<file path="config.mk">
export PLATFORM = sky130hd
export DESIGN_NAME = leil_top
export DESIGN_NICKNAME = d
export VERILOG_FILES = /design/src/verilog/leil_pkg.sv /design/src/verilog/leil_top.sv
export VERILOG_INCLUDE_DIRS = /design/src /design/src/verilog
export SDC_FILE = /design/constraint.sdc
export NUM_CORES = 1
export LEC_CHECK = 0
export ABC_AREA = 1
export BUFFER_PORTS_ARGS = -buffer_cell sky130_fd_sc_hd__buf_2
export CAP_MARGIN = 40
export CORE_MARGIN = 1.5
export CORE_UTILIZATION = 36
export CTS_CLUSTER_SIZE = 24
export DETAILED_ROUTE_END_ITERATION = 6
export RECOVER_POWER = 100
export SLEW_MARGIN = 20
export SYNTH_ARGS = -nofsm -noshare
export SYNTH_HDL_FRONTEND = slang
export SYNTH_SLANG_ARGS = --single-unit
</file>
<file path="constraint.sdc">
create_clock -name aclk -period 4.89 [get_ports aclk]
set_input_delay 0.2445 -clock aclk [delete_from_list [all_inputs] [get_ports aclk]]
set_output_delay 0.2445 -clock aclk [all_outputs]
set_load 0.05 [all_outputs]
</file>
<file path="src/verilog/leil_regs.svh">
// Register offsets, reset values and field positions of the line edge interrupt block
`ifndef LEIL_REGS_SVH
`define LEIL_REGS_SVH
`define LEIL_ENABLE_OFFS     12'h0114
`define LEIL_PENDING_OFFS    12'h0118
`define LEIL_CONTROL_OFFS    12'h011C
`define LEIL_MASK_OFFS       12'h0130
`define LEIL_ENABLE_RESET    32'h0000_0000
`define LEIL_PENDING_RESET   32'h0000_0000
`define LEIL_CONTROL_RESET   32'h0000_0000
`define LEIL_MASK_RESET      32'hFFFF_FFFF
`define LEIL_RISE_LSB        0
`define LEIL_FALL_LSB        16
`define LEIL_GATE_BIT        0
`define LEIL_NUM_LINES       16
`endif

</file>
<file path="src/verilog/leil_pkg.sv">
// Types of the line edge interrupt block
package leil_pkg;
  typedef logic [15:0] leil_lines_t;
  typedef struct packed {
    leil_lines_t fall;
    leil_lines_t rise;
  } leil_edge_word_t;
  typedef struct packed {
    logic        resp_valid;
    logic [1:0]  resp;
  } leil_wresp_t;
  typedef enum logic [1:0] {LEIL_W_IDLE, LEIL_W_RESP} leil_wstate_t;
endpackage

</file>
<file path="src/verilog/leil_top.sv">
// Line edge interrupt logic with AXI4-Lite register slave
// Operation
// [RULE_01] Enable bit 16+n arms falling-edge interrupts of line n.
// [RULE_02] Armed line going high to low raises a falling-edge request.
// [RULE_03] Enable bit n arms rising-edge interrupts of line n.
// [RULE_04] Armed line going low to high raises a rising-edge request.
// [RULE_05] Requests reach the interrupt output only while the master gate is set.
// [RULE_06] Pending bits 31..16 show falling-edge requests, line n at 16+n.
// [RULE_07] Pending bits 15..0 show rising-edge requests, line n at n.
// [RULE_08] Writing one to a pending bit clears it; software writes handled bits.
// [RULE_09] Edges are taken from the debounced level, outputs included.
// [RULE_10] Writing zero leaves a bit; a new edge beats a same-cycle clear.
//
// Local design decision: the AXI4-Lite slave port.
`timescale 1ns/1ps
`include "leil_regs.svh"
module leil_top (
  // Clock and reset
  input  wire logic                  aclk,
  input  wire logic                  aresetn,
  // AXI4-Lite write address and data
  input  wire logic [11:0]           s_axi_awaddr,
  input  wire logic                  s_axi_awvalid,
  output logic                       s_axi_awready,
  input  wire logic [31:0]           s_axi_wdata,
  input  wire logic [3:0]            s_axi_wstrb,
  input  wire logic                  s_axi_wvalid,
  output logic                       s_axi_wready,
  // AXI4-Lite write response
  output logic [1:0]                 s_axi_bresp,
  output logic                       s_axi_bvalid,
  input  wire logic                  s_axi_bready,
  // AXI4-Lite read
  input  wire logic [11:0]           s_axi_araddr,
  input  wire logic                  s_axi_arvalid,
  output logic                       s_axi_arready,
  output logic [31:0]                s_axi_rdata,
  output logic [1:0]                 s_axi_rresp,
  output logic                       s_axi_rvalid,
  input  wire logic                  s_axi_rready,
  // Debounced line levels
  input  wire leil_pkg::leil_lines_t debounced_line_state,
  // Interrupt
  output logic                       irq
);
  import leil_pkg::*;

  // Register selection codes of the address decoder
  localparam logic [2:0] sel_none    = 3'd0;
  localparam logic [2:0] sel_enable  = 3'd1;
  localparam logic [2:0] sel_pending = 3'd2;
  localparam logic [2:0] sel_control = 3'd3;
  localparam logic [2:0] sel_mask    = 3'd4;

  function automatic logic [2:0] leil_decode(input logic [11:0] addr);
    case (addr)
      `LEIL_ENABLE_OFFS:  leil_decode = sel_enable;
      `LEIL_PENDING_OFFS: leil_decode = sel_pending;
      `LEIL_CONTROL_OFFS: leil_decode = sel_control;
      `LEIL_MASK_OFFS:    leil_decode = sel_mask;
      default:            leil_decode = sel_none;
    endcase
  endfunction

  // Unmapped offsets answer with a slave error, mapped ones with okay
  function automatic logic [1:0] leil_resp(input logic [2:0] sel);
    leil_resp = (sel == sel_none) ? 2'b10 : 2'b00;
  endfunction

  function automatic logic [31:0] leil_merge(input logic [31:0] old_v,
                                             input logic [31:0] new_v,
                                             input logic [3:0]  strb);
    logic [31:0] res;
    res = old_v;
    for (int i = 0; i < 4; i++) begin
      if (strb[i]) begin
        res[8*i +: 8] = new_v[8*i +: 8];
      end
    end
    leil_merge = res;
  endfunction

  leil_edge_word_t line_edge_irq_enable_reg;
  leil_edge_word_t line_edge_irq_pending_reg;
  leil_edge_word_t line_edge_irq_pending_next;
  leil_edge_word_t irq_mask_reg;
  logic [31:0]     irq_control_reg;
  leil_lines_t     sync1_reg;
  leil_lines_t     sync2_reg;
  leil_lines_t     prev_reg;
  logic            prev_valid_reg;
  leil_lines_t     rise_hit;
  leil_lines_t     fall_hit;
  logic            master_irq_gate;

  // Write channel state
  leil_wstate_t    wstate_reg;
  logic            aw_held_reg;
  logic            w_held_reg;
  logic [11:0]     awaddr_reg;
  logic [31:0]     wdata_reg;
  logic [3:0]      wstrb_reg;
  logic            wr_fire;
  logic [2:0]      wr_sel;
  logic [31:0]     wr_clear;

  // Two-stage synchroniser for the asynchronous line levels
  always_ff @(posedge aclk) begin
    if (!aresetn) begin
      sync1_reg <= '0;
      sync2_reg <= '0;
    end else begin
      sync1_reg <= debounced_line_state;
      sync2_reg <= sync1_reg;
    end
  end

  // Edge history: previous settled level and whether it is valid yet
  always_ff @(posedge aclk) begin
    if (!aresetn) begin
      prev_reg       <= '0;
      prev_valid_reg <= 1'b0;
    end else begin
      prev_reg       <= sync2_reg;
      prev_valid_reg <= 1'b1;
    end
  end

  // No edge is reported for the first sample after reset
  leil_lines_t rise_seen;
  leil_lines_t fall_seen;
  for (genvar n = 0; n < `LEIL_NUM_LINES; n++) begin : g_edge
    assign rise_seen[n] = prev_valid_reg && !prev_reg[n] && sync2_reg[n]; // RULE_09
    assign fall_seen[n] = prev_valid_reg && prev_reg[n] && !sync2_reg[n]; // RULE_09
    assign rise_hit[n]  = rise_seen[n] && line_edge_irq_enable_reg.rise[n]; // RULE_03 RULE_04
    assign fall_hit[n]  = fall_seen[n] && line_edge_irq_enable_reg.fall[n]; // RULE_01 RULE_02
  end

  // Write handshake: address and data taken in either order
  logic [11:0] wr_addr;
  assign s_axi_awready = (wstate_reg == LEIL_W_IDLE) && !aw_held_reg;
  assign s_axi_wready  = (wstate_reg == LEIL_W_IDLE) && !w_held_reg;
  assign wr_fire = (wstate_reg == LEIL_W_IDLE)
                   && (aw_held_reg || s_axi_awvalid) && (w_held_reg || s_axi_wvalid);
  assign wr_addr = aw_held_reg ? awaddr_reg : s_axi_awaddr;
  assign wr_sel  = leil_decode(wr_addr);

  logic [31:0] wr_data;
  logic [3:0]  wr_strb;
  assign wr_data = w_held_reg ? wdata_reg : s_axi_wdata;
  assign wr_strb = w_held_reg ? wstrb_reg : s_axi_wstrb;

  // One strobe per register for the accepted write
  logic wr_en_enable;
  logic wr_en_pending;
  logic wr_en_control;
  logic wr_en_mask;
  assign wr_en_enable  = wr_fire && (wr_sel == sel_enable);
  assign wr_en_pending = wr_fire && (wr_sel == sel_pending);
  assign wr_en_control = wr_fire && (wr_sel == sel_control);
  assign wr_en_mask    = wr_fire && (wr_sel == sel_mask);

  // Write address held while the data half is still missing
  always_ff @(posedge aclk) begin
    if (!aresetn) begin
      aw_held_reg <= 1'b0;
      awaddr_reg  <= 12'h000;
    end else if (wr_fire) begin
      aw_held_reg <= 1'b0;
    end else if (s_axi_awvalid && s_axi_awready) begin
      aw_held_reg <= 1'b1;
      awaddr_reg  <= s_axi_awaddr;
    end
  end

  // Write data held while the address half is still missing
  always_ff @(posedge aclk) begin
    if (!aresetn) begin
      w_held_reg <= 1'b0;
      wdata_reg  <= 32'h0000_0000;
      wstrb_reg  <= 4'h0;
    end else if (wr_fire) begin
      w_held_reg <= 1'b0;
    end else if (s_axi_wvalid && s_axi_wready) begin
      w_held_reg <= 1'b1;
      wdata_reg  <= s_axi_wdata;
      wstrb_reg  <= s_axi_wstrb;
    end
  end

  // Write channel state: one response outstanding at most
  always_ff @(posedge aclk) begin
    if (!aresetn) begin
      wstate_reg <= LEIL_W_IDLE;
    end else begin
      case (wstate_reg)
        LEIL_W_IDLE: begin
          if (wr_fire) begin
            wstate_reg <= LEIL_W_RESP;
          end
        end
        LEIL_W_RESP: begin
          if (s_axi_bready) begin
            wstate_reg <= LEIL_W_IDLE;
          end
        end
        default: wstate_reg <= LEIL_W_IDLE;
      endcase
    end
  end

  // Write response stands until the master takes it
  always_ff @(posedge aclk) begin
    if (!aresetn) begin
      s_axi_bvalid <= 1'b0;
      s_axi_bresp  <= 2'b00;
    end else if (wr_fire) begin
      s_axi_bvalid <= 1'b1;
      s_axi_bresp  <= leil_resp(wr_sel);
    end else if (s_axi_bvalid && s_axi_bready) begin
      s_axi_bvalid <= 1'b0;
    end
  end

  // Enable register, falling half above the rising half
  always_ff @(posedge aclk) begin
    if (!aresetn) begin
      line_edge_irq_enable_reg <= `LEIL_ENABLE_RESET;
    end else if (wr_en_enable) begin
      line_edge_irq_enable_reg <= leil_merge(line_edge_irq_enable_reg,
                                             wr_data, wr_strb); // RULE_01 RULE_03
    end
  end

  // Control register: only the master gate bit is kept
  always_ff @(posedge aclk) begin
    if (!aresetn) begin
      irq_control_reg <= `LEIL_CONTROL_RESET;
    end else if (wr_en_control) begin
      irq_control_reg <= leil_merge(irq_control_reg, wr_data, wr_strb) & 32'h0000_0001;
    end
  end
  assign master_irq_gate = irq_control_reg[`LEIL_GATE_BIT]; // RULE_05

  // Mask register: a one lets the matching pending bit through
  always_ff @(posedge aclk) begin
    if (!aresetn) begin
      irq_mask_reg <= `LEIL_MASK_RESET;
    end else if (wr_en_mask) begin
      irq_mask_reg <= leil_merge(irq_mask_reg, wr_data, wr_strb);
    end
  end

  // Pending flags: write one clears, a fresh edge wins over the clear
  assign wr_clear = wr_en_pending ? leil_merge(32'h0000_0000, wr_data, wr_strb)
                                  : 32'h0000_0000; // RULE_08
  always_comb begin
    line_edge_irq_pending_next = (line_edge_irq_pending_reg & ~wr_clear)
                                 | {fall_hit, rise_hit}; // RULE_06 RULE_07 RULE_10
  end
  always_ff @(posedge aclk) begin
    if (!aresetn) begin
      line_edge_irq_pending_reg <= `LEIL_PENDING_RESET;
    end else begin
      line_edge_irq_pending_reg <= line_edge_irq_pending_next;
    end
  end

  // Interrupt sources that survive the mask, then the master gate
  logic [31:0] irq_sources;
  logic        irq_next;
  assign irq_sources = line_edge_irq_pending_reg & irq_mask_reg;
  assign irq_next    = master_irq_gate && (|irq_sources); // RULE_05

  always_ff @(posedge aclk) begin
    if (!aresetn) begin
      irq <= 1'b0;
    end else begin
      irq <= irq_next; // RULE_05
    end
  end

  // Read data selection
  logic [2:0]  rd_sel;
  logic [31:0] rd_word;
  logic [1:0]  rd_resp;
  assign rd_sel = leil_decode(s_axi_araddr);
  always_comb begin
    rd_word = 32'h0000_0000;
    rd_resp = leil_resp(rd_sel);
    case (rd_sel)
      sel_enable:  rd_word = line_edge_irq_enable_reg;
      sel_pending: rd_word = line_edge_irq_pending_reg; // RULE_06 RULE_07
      sel_control: rd_word = irq_control_reg;
      sel_mask:    rd_word = irq_mask_reg;
      default:     rd_word = 32'h0000_0000;
    endcase
  end

  // Read channel: one read at a time, answer one cycle after address
  logic rd_take;
  assign s_axi_arready = !s_axi_rvalid;
  assign rd_take       = s_axi_arvalid && s_axi_arready;

  always_ff @(posedge aclk) begin
    if (!aresetn) begin
      s_axi_rvalid <= 1'b0;
    end else if (rd_take) begin
      s_axi_rvalid <= 1'b1;
    end else if (s_axi_rready) begin
      s_axi_rvalid <= 1'b0;
    end
  end

  // Read data and response are captured with the address
  always_ff @(posedge aclk) begin
    if (!aresetn) begin
      s_axi_rdata <= 32'h0000_0000;
      s_axi_rresp <= 2'b00;
    end else if (rd_take) begin
      s_axi_rdata <= rd_word;
      s_axi_rresp <= rd_resp;
    end
  end
endmodule

</file>
==> results of run 1 <==
## cells by family (layout without fill, tap and decap cells)
group                  after synthesis  in the layout  share of synthesized area
other                                1              2                   0.000371
buffers and inverters              245            366                     0.0970
DFF                                234            234                      0.463
and+or+nand+nor                    723            723                      0.308
AOI/OAI and AO/OA                  253            253                      0.132
## where the power goes
group          internal (W)  switching (W)  total [W]
Sequential          0.00196      0.0000257    0.00199
Combinational      0.000120       0.000343   0.000463
Clock               0.00128       0.000769    0.00205
Total               0.00336        0.00114    0.00450
## worst register-to-register path: stages (launching register included)
cell	delay, ns
sky130_fd_sc_hd__dfxtp_1	0.58
sky130_fd_sc_hd__inv_1	0.26
sky130_fd_sc_hd__nor2_1	0.20
sky130_fd_sc_hd__inv_1	0.06
sky130_fd_sc_hd__nor2_1	0.10
sky130_fd_sc_hd__nand2_1	0.05
sky130_fd_sc_hd__nand2_1	0.17
sky130_fd_sc_hd__nand2_1	0.09
sky130_fd_sc_hd__nor2_2	1.13
sky130_fd_sc_hd__nand2_2	0.40
sky130_fd_sc_hd__nand2_1	0.17
sky130_fd_sc_hd__nand3_1	0.08
## placed cells by master, fill, tap and decap left out, types with 3 or more instances in the layout
cell type and n:
sky130_fd_sc_hd__a22o_1 7, sky130_fd_sc_hd__nor2_2 5, sky130_fd_sc_hd__nand3_1 108, sky130_fd_sc_hd__clkinv_2 3, sky130_fd_sc_hd__o21ai_0 82, sky130_fd_sc_hd__clkbuf_1 50
sky130_fd_sc_hd__buf_2 82, sky130_fd_sc_hd__nand2_2 4, sky130_fd_sc_hd__dlygate4sd3_1 17, sky130_fd_sc_hd__buf_4 11, sky130_fd_sc_hd__clkinv_1 3, sky130_fd_sc_hd__bufinv_16 3
sky130_fd_sc_hd__nand4_1 81, sky130_fd_sc_hd__inv_1 159, sky130_fd_sc_hd__clkbuf_8 8, sky130_fd_sc_hd__clkbuf_16 27, sky130_fd_sc_hd__nor2_1 83, sky130_fd_sc_hd__o21ai_2 4
sky130_fd_sc_hd__a221oi_1 4, sky130_fd_sc_hd__nand2_1 435, sky130_fd_sc_hd__dfxtp_1 234, sky130_fd_sc_hd__nor3_2 3, sky130_fd_sc_hd__a21oi_1 154
## layer usage
layer | up-vias | track usage
li1 | 4939 | -
met1 | 4374 | 0.321
met2 | 333 | 0.283
met3 | 35 | 0.0268
met4 | 0 | 0.0458
met5 | - | 0
## final timing paths
check | slack, ns | end | depth (start not counted) | start
setup / recovery | 1.39 | irq_mask_reg[14] | 11 | aw_held_reg
hold / removal | 0.02 | wdata_reg[1] | 3 | s_axi_wdata[1]
setup reg to reg | 1.39 | irq_mask_reg[14] | 11 | aw_held_reg
hold reg to reg | 0.41 | sync2_reg[11] | 2 | sync1_reg[11]
## what timing repair did
item                                   in CTS  in global routing
buffers inserted                            0                  0
endpoints found under the hold margin      18                  0
hold buffers                               17                  0
## cell type report
| cell class | instances | share of cell area |
|---|---|---|
| multi-input cells | 978 | 0.372 |
| well taps | 378 | 0.0395 |
| repair buffers | 156 | 0.0704 |
| clock inverters | 6 | 0.00877 |
| clock buffers | 40 | 0.0671 |
| inverters | 164 | 0.0514 |
| flip-flops and latches | 234 | 0.391 |
## through the flow
step / cells / power (W) / util / setup WS, ns / instance area, um2
CTS: 1956 / 0.00454 / 0.436 / 2.12 / 12100
global placement: 1889 / 0.00248 / 0.396 / 2.03 / 11000
floorplan: 1457 / 0.00233 / - / 2.76 / 10100
detailed placement: 1893 / 0.00248 / 0.397 / 2.15 / 11000
global route: 1956 / 0.00468 / 0.433 / 0.957 / 12000
finish: 1956 / 0.00450 / 0.433 / 1.39 / 12000
==> run summary, run 1 <==
* 10100 um2 — synthesized cell area
* 4680 um2 — Sequential Area
* sky130_fd_sc_hd__dfxtp_1 — largest area contributor in the synthesized netlist
* 98 — Final Max Tran Viols
* reg -> reg — type of the worst setup path
* 15400 um — Post-Route M1 WL
* 0 — Post-synth EDFFs
* 1.13 ns — largest stage delay on the critical path
* 1456 — number of instances in the synthesized netlist
* simple AND/OR/NAND/NOR gates — dominant delay contributor by cell family on the critical path
* 0 — DR DRC count
* 0.463 — Yosys top cell area share
* 122 — number of port buffers
* 36 — critical-path maximum fanout
* 125 — boundary pin count
* 15.1 um — detailed-route wire length per cell
* 171 um — Die X-Extent
* 2888 — number of fill cells in the layout
* flip-flop — Startpoint Class
* 47100 um — wire length of the first global-routing pass
* 5.03 nW — LEAKAGE
* -0.927 — Slew HR
* 20900 um — sum of net half-perimeters after detailed placement
* done — clock tree from TritonCTS
* false — unrepaired setup endpoints after global routing
* 27700 um2 — area of the placeable core
* 0 — total number of yosys warnings
* sky130_fd_sc_hd__nand2_1 (435), sky130_fd_sc_hd__dfxtp_1 (234), sky130_fd_sc_hd__inv_1 (156) — ranking of synthesized cells by instance count
* 0 — final number of hold-violating endpoints
* in -> reg — Hold Crit Class
* 0 — initial antenna violation count
* 869 — First DRT Iteration DRCs
* 11800 um — routed wire length on met2
* 0 — antenna cell count
* 9681 — total number of vias
* 1643 — count of nets after finishing
* 2.89 ns — actual transition at the worst max-transition pin
* 0 — Setup violations, final
* sky130_fd_sc_hd__dfxtp_1 (46%), sky130_fd_sc_hd__nand2_1 (16%), sky130_fd_sc_hd__a21oi_1 (7.6%) — leading cell types by total area after synthesis
* 61 — standard-cell rows
* 3 — number of buffers on the longest clock path
* 2 — sum of buffers and inverters on the critical path
* 18.4% — layout-stage area growth over the synthesis result
* 0 — async set-or-reset flop fraction in the synthesized netlist
* 2 — max_cap viols
* 234 — CTS sink count
* sky130_fd_sc_hd__clkbuf_16 — root buffer selected by CTS
* 0.0158 ns — minimum hold slack
* 29100 um2 — Die Area
* inv_1, nor2_1, inv_1, nor2_1, nand2_1, nand2_1, nand2_1, nor2_2, nand2_2, nand2_1, nand3_1 — Cell Chain, Critical Path
* 0.000253 V — Max IR drop VDD
* 0 ns — final total negative setup slack
* sky130_fd_sc_hd__nand2_1 — Most common cell on crit path
* 5 — drt first pass iters
* 0 — number of instances resized during post-cts repair
* 1 — maximum level of the CTS H-tree
* 234 — number of storage elements in the synthesis netlist
* 0.202 — Tot GR Track Use
* 8637 — number of global-route vias before repair
* 376 nW/um2 — pwr/cell area
* 0 — antenna-violating nets left
* 4.95 — vias per cell
* met4 — Highest Signal Layer
* 5.17 ns — worst endpoint required time
* 171 um — Die Y
* sky130_fd_sc_hd__dfxtp_1 — flip-flop cell with the highest count after synthesis
* 4460 um2 — area occupied by multi-input gates
* 286 MHz — FMAX
* sky130_fd_sc_hd__nand2_1 — most repeated cell in the gate-level netlist after synthesis
* finished with violations — outcome
* 0.716 — final worst-path cycle share
* 0.06 ns — clock slew seen by the registers of the worst setup and hold paths
* 1980 um — wire length on met3
* sky130_fd_sc_hd__nor2_2 — highest-delay cell along the critical path
* 3.50 ns — final period demand of the worst path
* flip-flop — critical path endpoint category
* 0.0115 ns — skew final
* 0.365 — effective utilization at floorplan
* 3.78 ns — data arrival time of the critical path
* 76 — largest net degree at the start of global routing
* 0.835 — gp weighted congestion
* 6.95 um2 — Post-Synthesis Mean Instance Area
* max-capacitance violations, max-slew violations — violated checks
* 0.53 ns — clock latency at the later pin of the worst-skew pair
* 0.0995 — share of final-layout standard cells stronger than drive strength 1
* 29600 um — final WL
* 28 — number of distinct standard cells referenced by the synthesized netlist
* 26 — TritonCTS buffer count
* 0.463 — sequential-to-total area share from yosys stat
* 0 — total congestion overflow after global routing
Power figures use the tool's default switching activity.
==> inputs of run 2 (changes only) <==
Settings changed: ABC_AREA 1 to 0.
Clock period 4.89 ns to 2.85 ns, I/O delays scaled along.
==> run summary, run 2 <==
* finished, final reports clean — outcome
* s_axi_rdata[0] — hold path endpoint
* 0.094 — share of power burned in combinational logic, -0.009
* 1 — maximum level of the CTS H-tree, unchanged
* 168 um — Die Y, -1.3%
* 4.59 nW — LEAKAGE, -8.7%
* in -> reg — Hold Crit Class
* sky130_fd_sc_hd__dfxtp_1 — largest area contributor in the synthesized netlist
* 0 — antenna cell count, unchanged
* 0 — Setup violations, final, unchanged
* sky130_fd_sc_hd__dfxtp_1 (48%), sky130_fd_sc_hd__mux2i_1 (7.6%), sky130_fd_sc_hd__nand2_1 (6.3%) — leading cell types by total area after synthesis
* 0.149 — share of final-layout standard cells stronger than drive strength 1, +0.0497
* 3 — number of buffers on the longest clock path, unchanged
* 0.06 ns — clock slew seen by the registers of the worst setup and hold paths, about the same
* 54 — number of distinct standard cells referenced by the synthesized netlist, +93%
* sky130_fd_sc_hd__clkbuf_16 — root buffer selected by CTS
* 0.475 — Yosys top cell area share, +0.0123
* done — clock tree from TritonCTS
* 6 — drt first pass iters, +1
* 125 — boundary pin count, unchanged
* sky130_fd_sc_hd__dfxtp_1 (234), sky130_fd_sc_hd__nand2_1 (166), sky130_fd_sc_hd__mux2i_1 (75) — ranking of synthesized cells by instance count
* 886 — First DRT Iteration DRCs, +2.0%
* 30200 um — final WL, +1.9%
* 1320 — count of nets after finishing, -20%
* 0.00181 W — Psw, +59%
* 122 — number of port buffers, unchanged
* 0 — number of instances resized during post-cts repair, unchanged
* 0.217 — share of synthesized cell area in and, or, nand and nor gates, -0.0910
* 3.06 ns — data arrival time of the critical path, -0.72 ns
* 0 — post-synthesis adder-cell area fraction, unchanged
* 0.444 — part of the power in registers, +0.002
* 0.0156 ns — skew final, +0.00404 ns
* 0.107 — share of cell area taken by muxes after synthesis, +0.107
* 0.931 — final worst-path cycle share, +0.214
* 0 — initial antenna violation count, unchanged
* 26 — TritonCTS buffer count, unchanged
* flip-flop — Startpoint Class
* 0.835 — gp weighted congestion, about the same
* 10800 um2 — area post-placement, -1.5%
* simple AND/OR/NAND/NOR gates — main combinational cell family by area after synthesis
* 0 — Final Max Tran Viols, -100%
* 12300 um2 — post-route design area, +2.9%
* flip-flop — critical path endpoint category
* 0 — max_cap viols, -2
* 0.366 — effective utilization at floorplan, +0.000524
* 0 — total congestion overflow after global routing, unchanged
* 3.26 ns — worst endpoint required time, -1.91 ns
* 0 — Post-synth EDFFs, unchanged
* 0.0588 — Slew HR, +0.986
* 0 — antenna-violating nets left, unchanged
* 0.000888 — xor-xnor portion of the synthesized cell area, +0.000888
* 0.53 ns — clock latency at the later pin of the worst-skew pair, about the same
* 0 — async set-or-reset flop fraction in the synthesized netlist, unchanged
* sky130_fd_sc_hd__dfxtp_1 — commonest non-fill, non-tap cell in the layout
* 234 — CTS sink count, unchanged
* 0 — total number of yosys warnings, unchanged
* 0 ns — final total negative setup slack, unchanged
* 6 — cell depth of the worst flop-to-flop path, -5
* 234 — number of storage elements in the synthesis netlist, unchanged
* 0 — final number of hold-violating endpoints, unchanged
* 60 — standard-cell rows, -1.6%
* 27000 um2 — area of the placeable core, -2.7%
* 46200 um — wire length of the first global-routing pass, -1.9%
* s_axi_araddr[2] — startpoint of the worst hold path
* irq_mask_reg[16] — endpoint of the worst-slack reg-to-reg timing path
* 0 — Post CTS Setup Buffer Count, unchanged
* 0.00583 W — internal power, +73%
* sky130_fd_sc_hd__dfxtp_1 — most repeated cell in the gate-level netlist after synthesis
* 0.209 — Tot GR Track Use, +0.00678
* 1060 — number of instances in the synthesized netlist, -27%
* 9.30 um2 — Post-Synthesis Mean Instance Area, +34%
* 7958 — number of global-route vias before repair, -7.9%
* 9860 um2 — synthesized cell area, -2.6%
* 0.20 ns — worst reg-to-reg setup slack, -1.19 ns
* 2549 — number of fill cells in the layout, -12%
* aw_held_reg — start of the worst register-to-register path
* 0.475 — sequential-to-total area share from yosys stat, +0.0123
* 4 — worst hold stages, +1
* 20200 um — sum of net half-perimeters after detailed placement, -3.3%
* false — unrepaired setup endpoints after global routing
* 8532 — total number of vias, -12%
* 0.163 — complex-gate fraction of the synthesized area, +0.0313
* 18.9 um — detailed-route wire length per cell, +25%
* 0.408 ns — pre-CTS setup slack, -1.74 ns
* 0.237 — switching power as a share of total power, -0.0157
* 0.462 — clock network power share, +0.007
* 0.198 ns — worst path setup slack after routing, -1.19 ns
* sky130_fd_sc_hd__dfxtp_1 (233), sky130_fd_sc_hd__nand2_1 (166), sky130_fd_sc_hd__buf_2 (83), sky130_fd_sc_hd__mux2i_1 (75), sky130_fd_sc_hd__a21oi_1 (73) — top library cells by usage in the layout, fill and taps aside
* 2.65 ns — final period demand of the worst path, -0.850 ns
* 619 nW/um2 — pwr/cell area, +65%
* 28400 um2 — Die Area, -2.5%
* 14 — critical-path maximum fanout, -61%
* 1.41 ns — actual transition at the worst max-transition pin, -1.48 ns
* 25.1% — layout-stage area growth over the synthesis result
* 0.458 — Layout Utilization, +0.0251
* 168 um — Die X-Extent, -1.3%
* 5.35 — vias per cell, +8.1%
* 0.000353 V — Max IR drop VDD, +40%
* reg -> reg — type of the worst setup path
* 0 — DR DRC count, unchanged
* 377 MHz — FMAX, +32%
* 147 — largest net degree at the start of global routing, +93%
* sky130_fd_sc_hd__dfxtp_1 — flip-flop cell with the highest count after synthesis
-- run 2: layout make-up --
cell class                 count  area, um2  share of cell area
clock buffer                  36        718              0.0582
inverter                      19       71.3             0.00578
timing repair buffer         219       1450               0.117
sequential                   234       4690               0.380
clock inverter                 8        180              0.0146
multi-input combinational    737       4810               0.390
tap                          341        427              0.0346
-- run 2: kinds of logic (layout without fill, tap and decap cells) --
kind of cell,Yosys count,after routing
AOI/OAI and AO/OA,231,231
xor gates and xnor gates,1,1
buffers and inverters,90,282
DFF,234,234
muxes,102,102
other,1,2
and+or+nand+nor,401,401
-- run 2: repair_timing --
item	in CTS	in global routing
setup endpoints to repair	0	0
endpoints found under the hold margin	70	0
hold buffers	72	0
-- run 2: worst max path at each step --
stage / start / to / slack, ns / depth (start not counted)
3_3_place_gp: aw_held_reg / line_edge_irq_pending_reg[12] / 0.44 / 7
3_5_place_dp: aw_held_reg / line_edge_irq_pending_reg[28] / 0.41 / 7
4_1_cts: s_axi_araddr[10] / s_axi_rresp[1] / 0.37 / 7
5_1_grt: aw_held_reg / line_edge_irq_enable_reg[16] / 0.08 / 6
2_1_floorplan: w_held_reg / irq_mask_reg[16] / 0.70 / 7
6_report: aw_held_reg / irq_mask_reg[16] / 0.20 / 6
-- run 2: per-layer routing --
| metal | part of all wire | global-route usage | up-vias |
|---|---|---|---|
| met3 | 0.076 | 0.0526 | 55 |
| met5 | 0 | 0 | - |
| li1 | - | - | 4141 |
| met2 | 0.43 | 0.308 | 297 |
| met1 | 0.47 | 0.297 | 4039 |
| met4 | 0.026 | 0.0660 | 0 |
-- run 2: power groups by stage --
stage | Sequential, W | Clock (W) | Combinational, W
after floorplan | 0.00346 | 0 | 0.000410
after global placement | 0.00346 | 0 | 0.000643
after detailed placement | 0.00346 | 0 | 0.000647
after CTS | 0.00339 | 0.00360 | 0.000722
after global routing | 0.00339 | 0.00373 | 0.000779
final | 0.00339 | 0.00353 | 0.000719
-- run 2: worst max-delay path, stage by stage (launching register included) --
cell,delay (ns)
sky130_fd_sc_hd__dfxtp_1,0.32
sky130_fd_sc_hd__nor4_1,0.48
sky130_fd_sc_hd__nand4_2,0.15
sky130_fd_sc_hd__buf_2,0.28
sky130_fd_sc_hd__a2111oi_0,0.52
sky130_fd_sc_hd__clkbuf_2,0.40
sky130_fd_sc_hd__mux2_2,0.38
-- run 2: per-stage QoR --
stage,hold WS [ns],instances,power [W]
global route,0.161,1594,0.00790
floorplan,0.170,1061,0.00387
detailed placement,0.336,1478,0.00411
global placement,0.328,1478,0.00410
CTS,0.0783,1594,0.00771
finish,0.0944,1594,0.00764
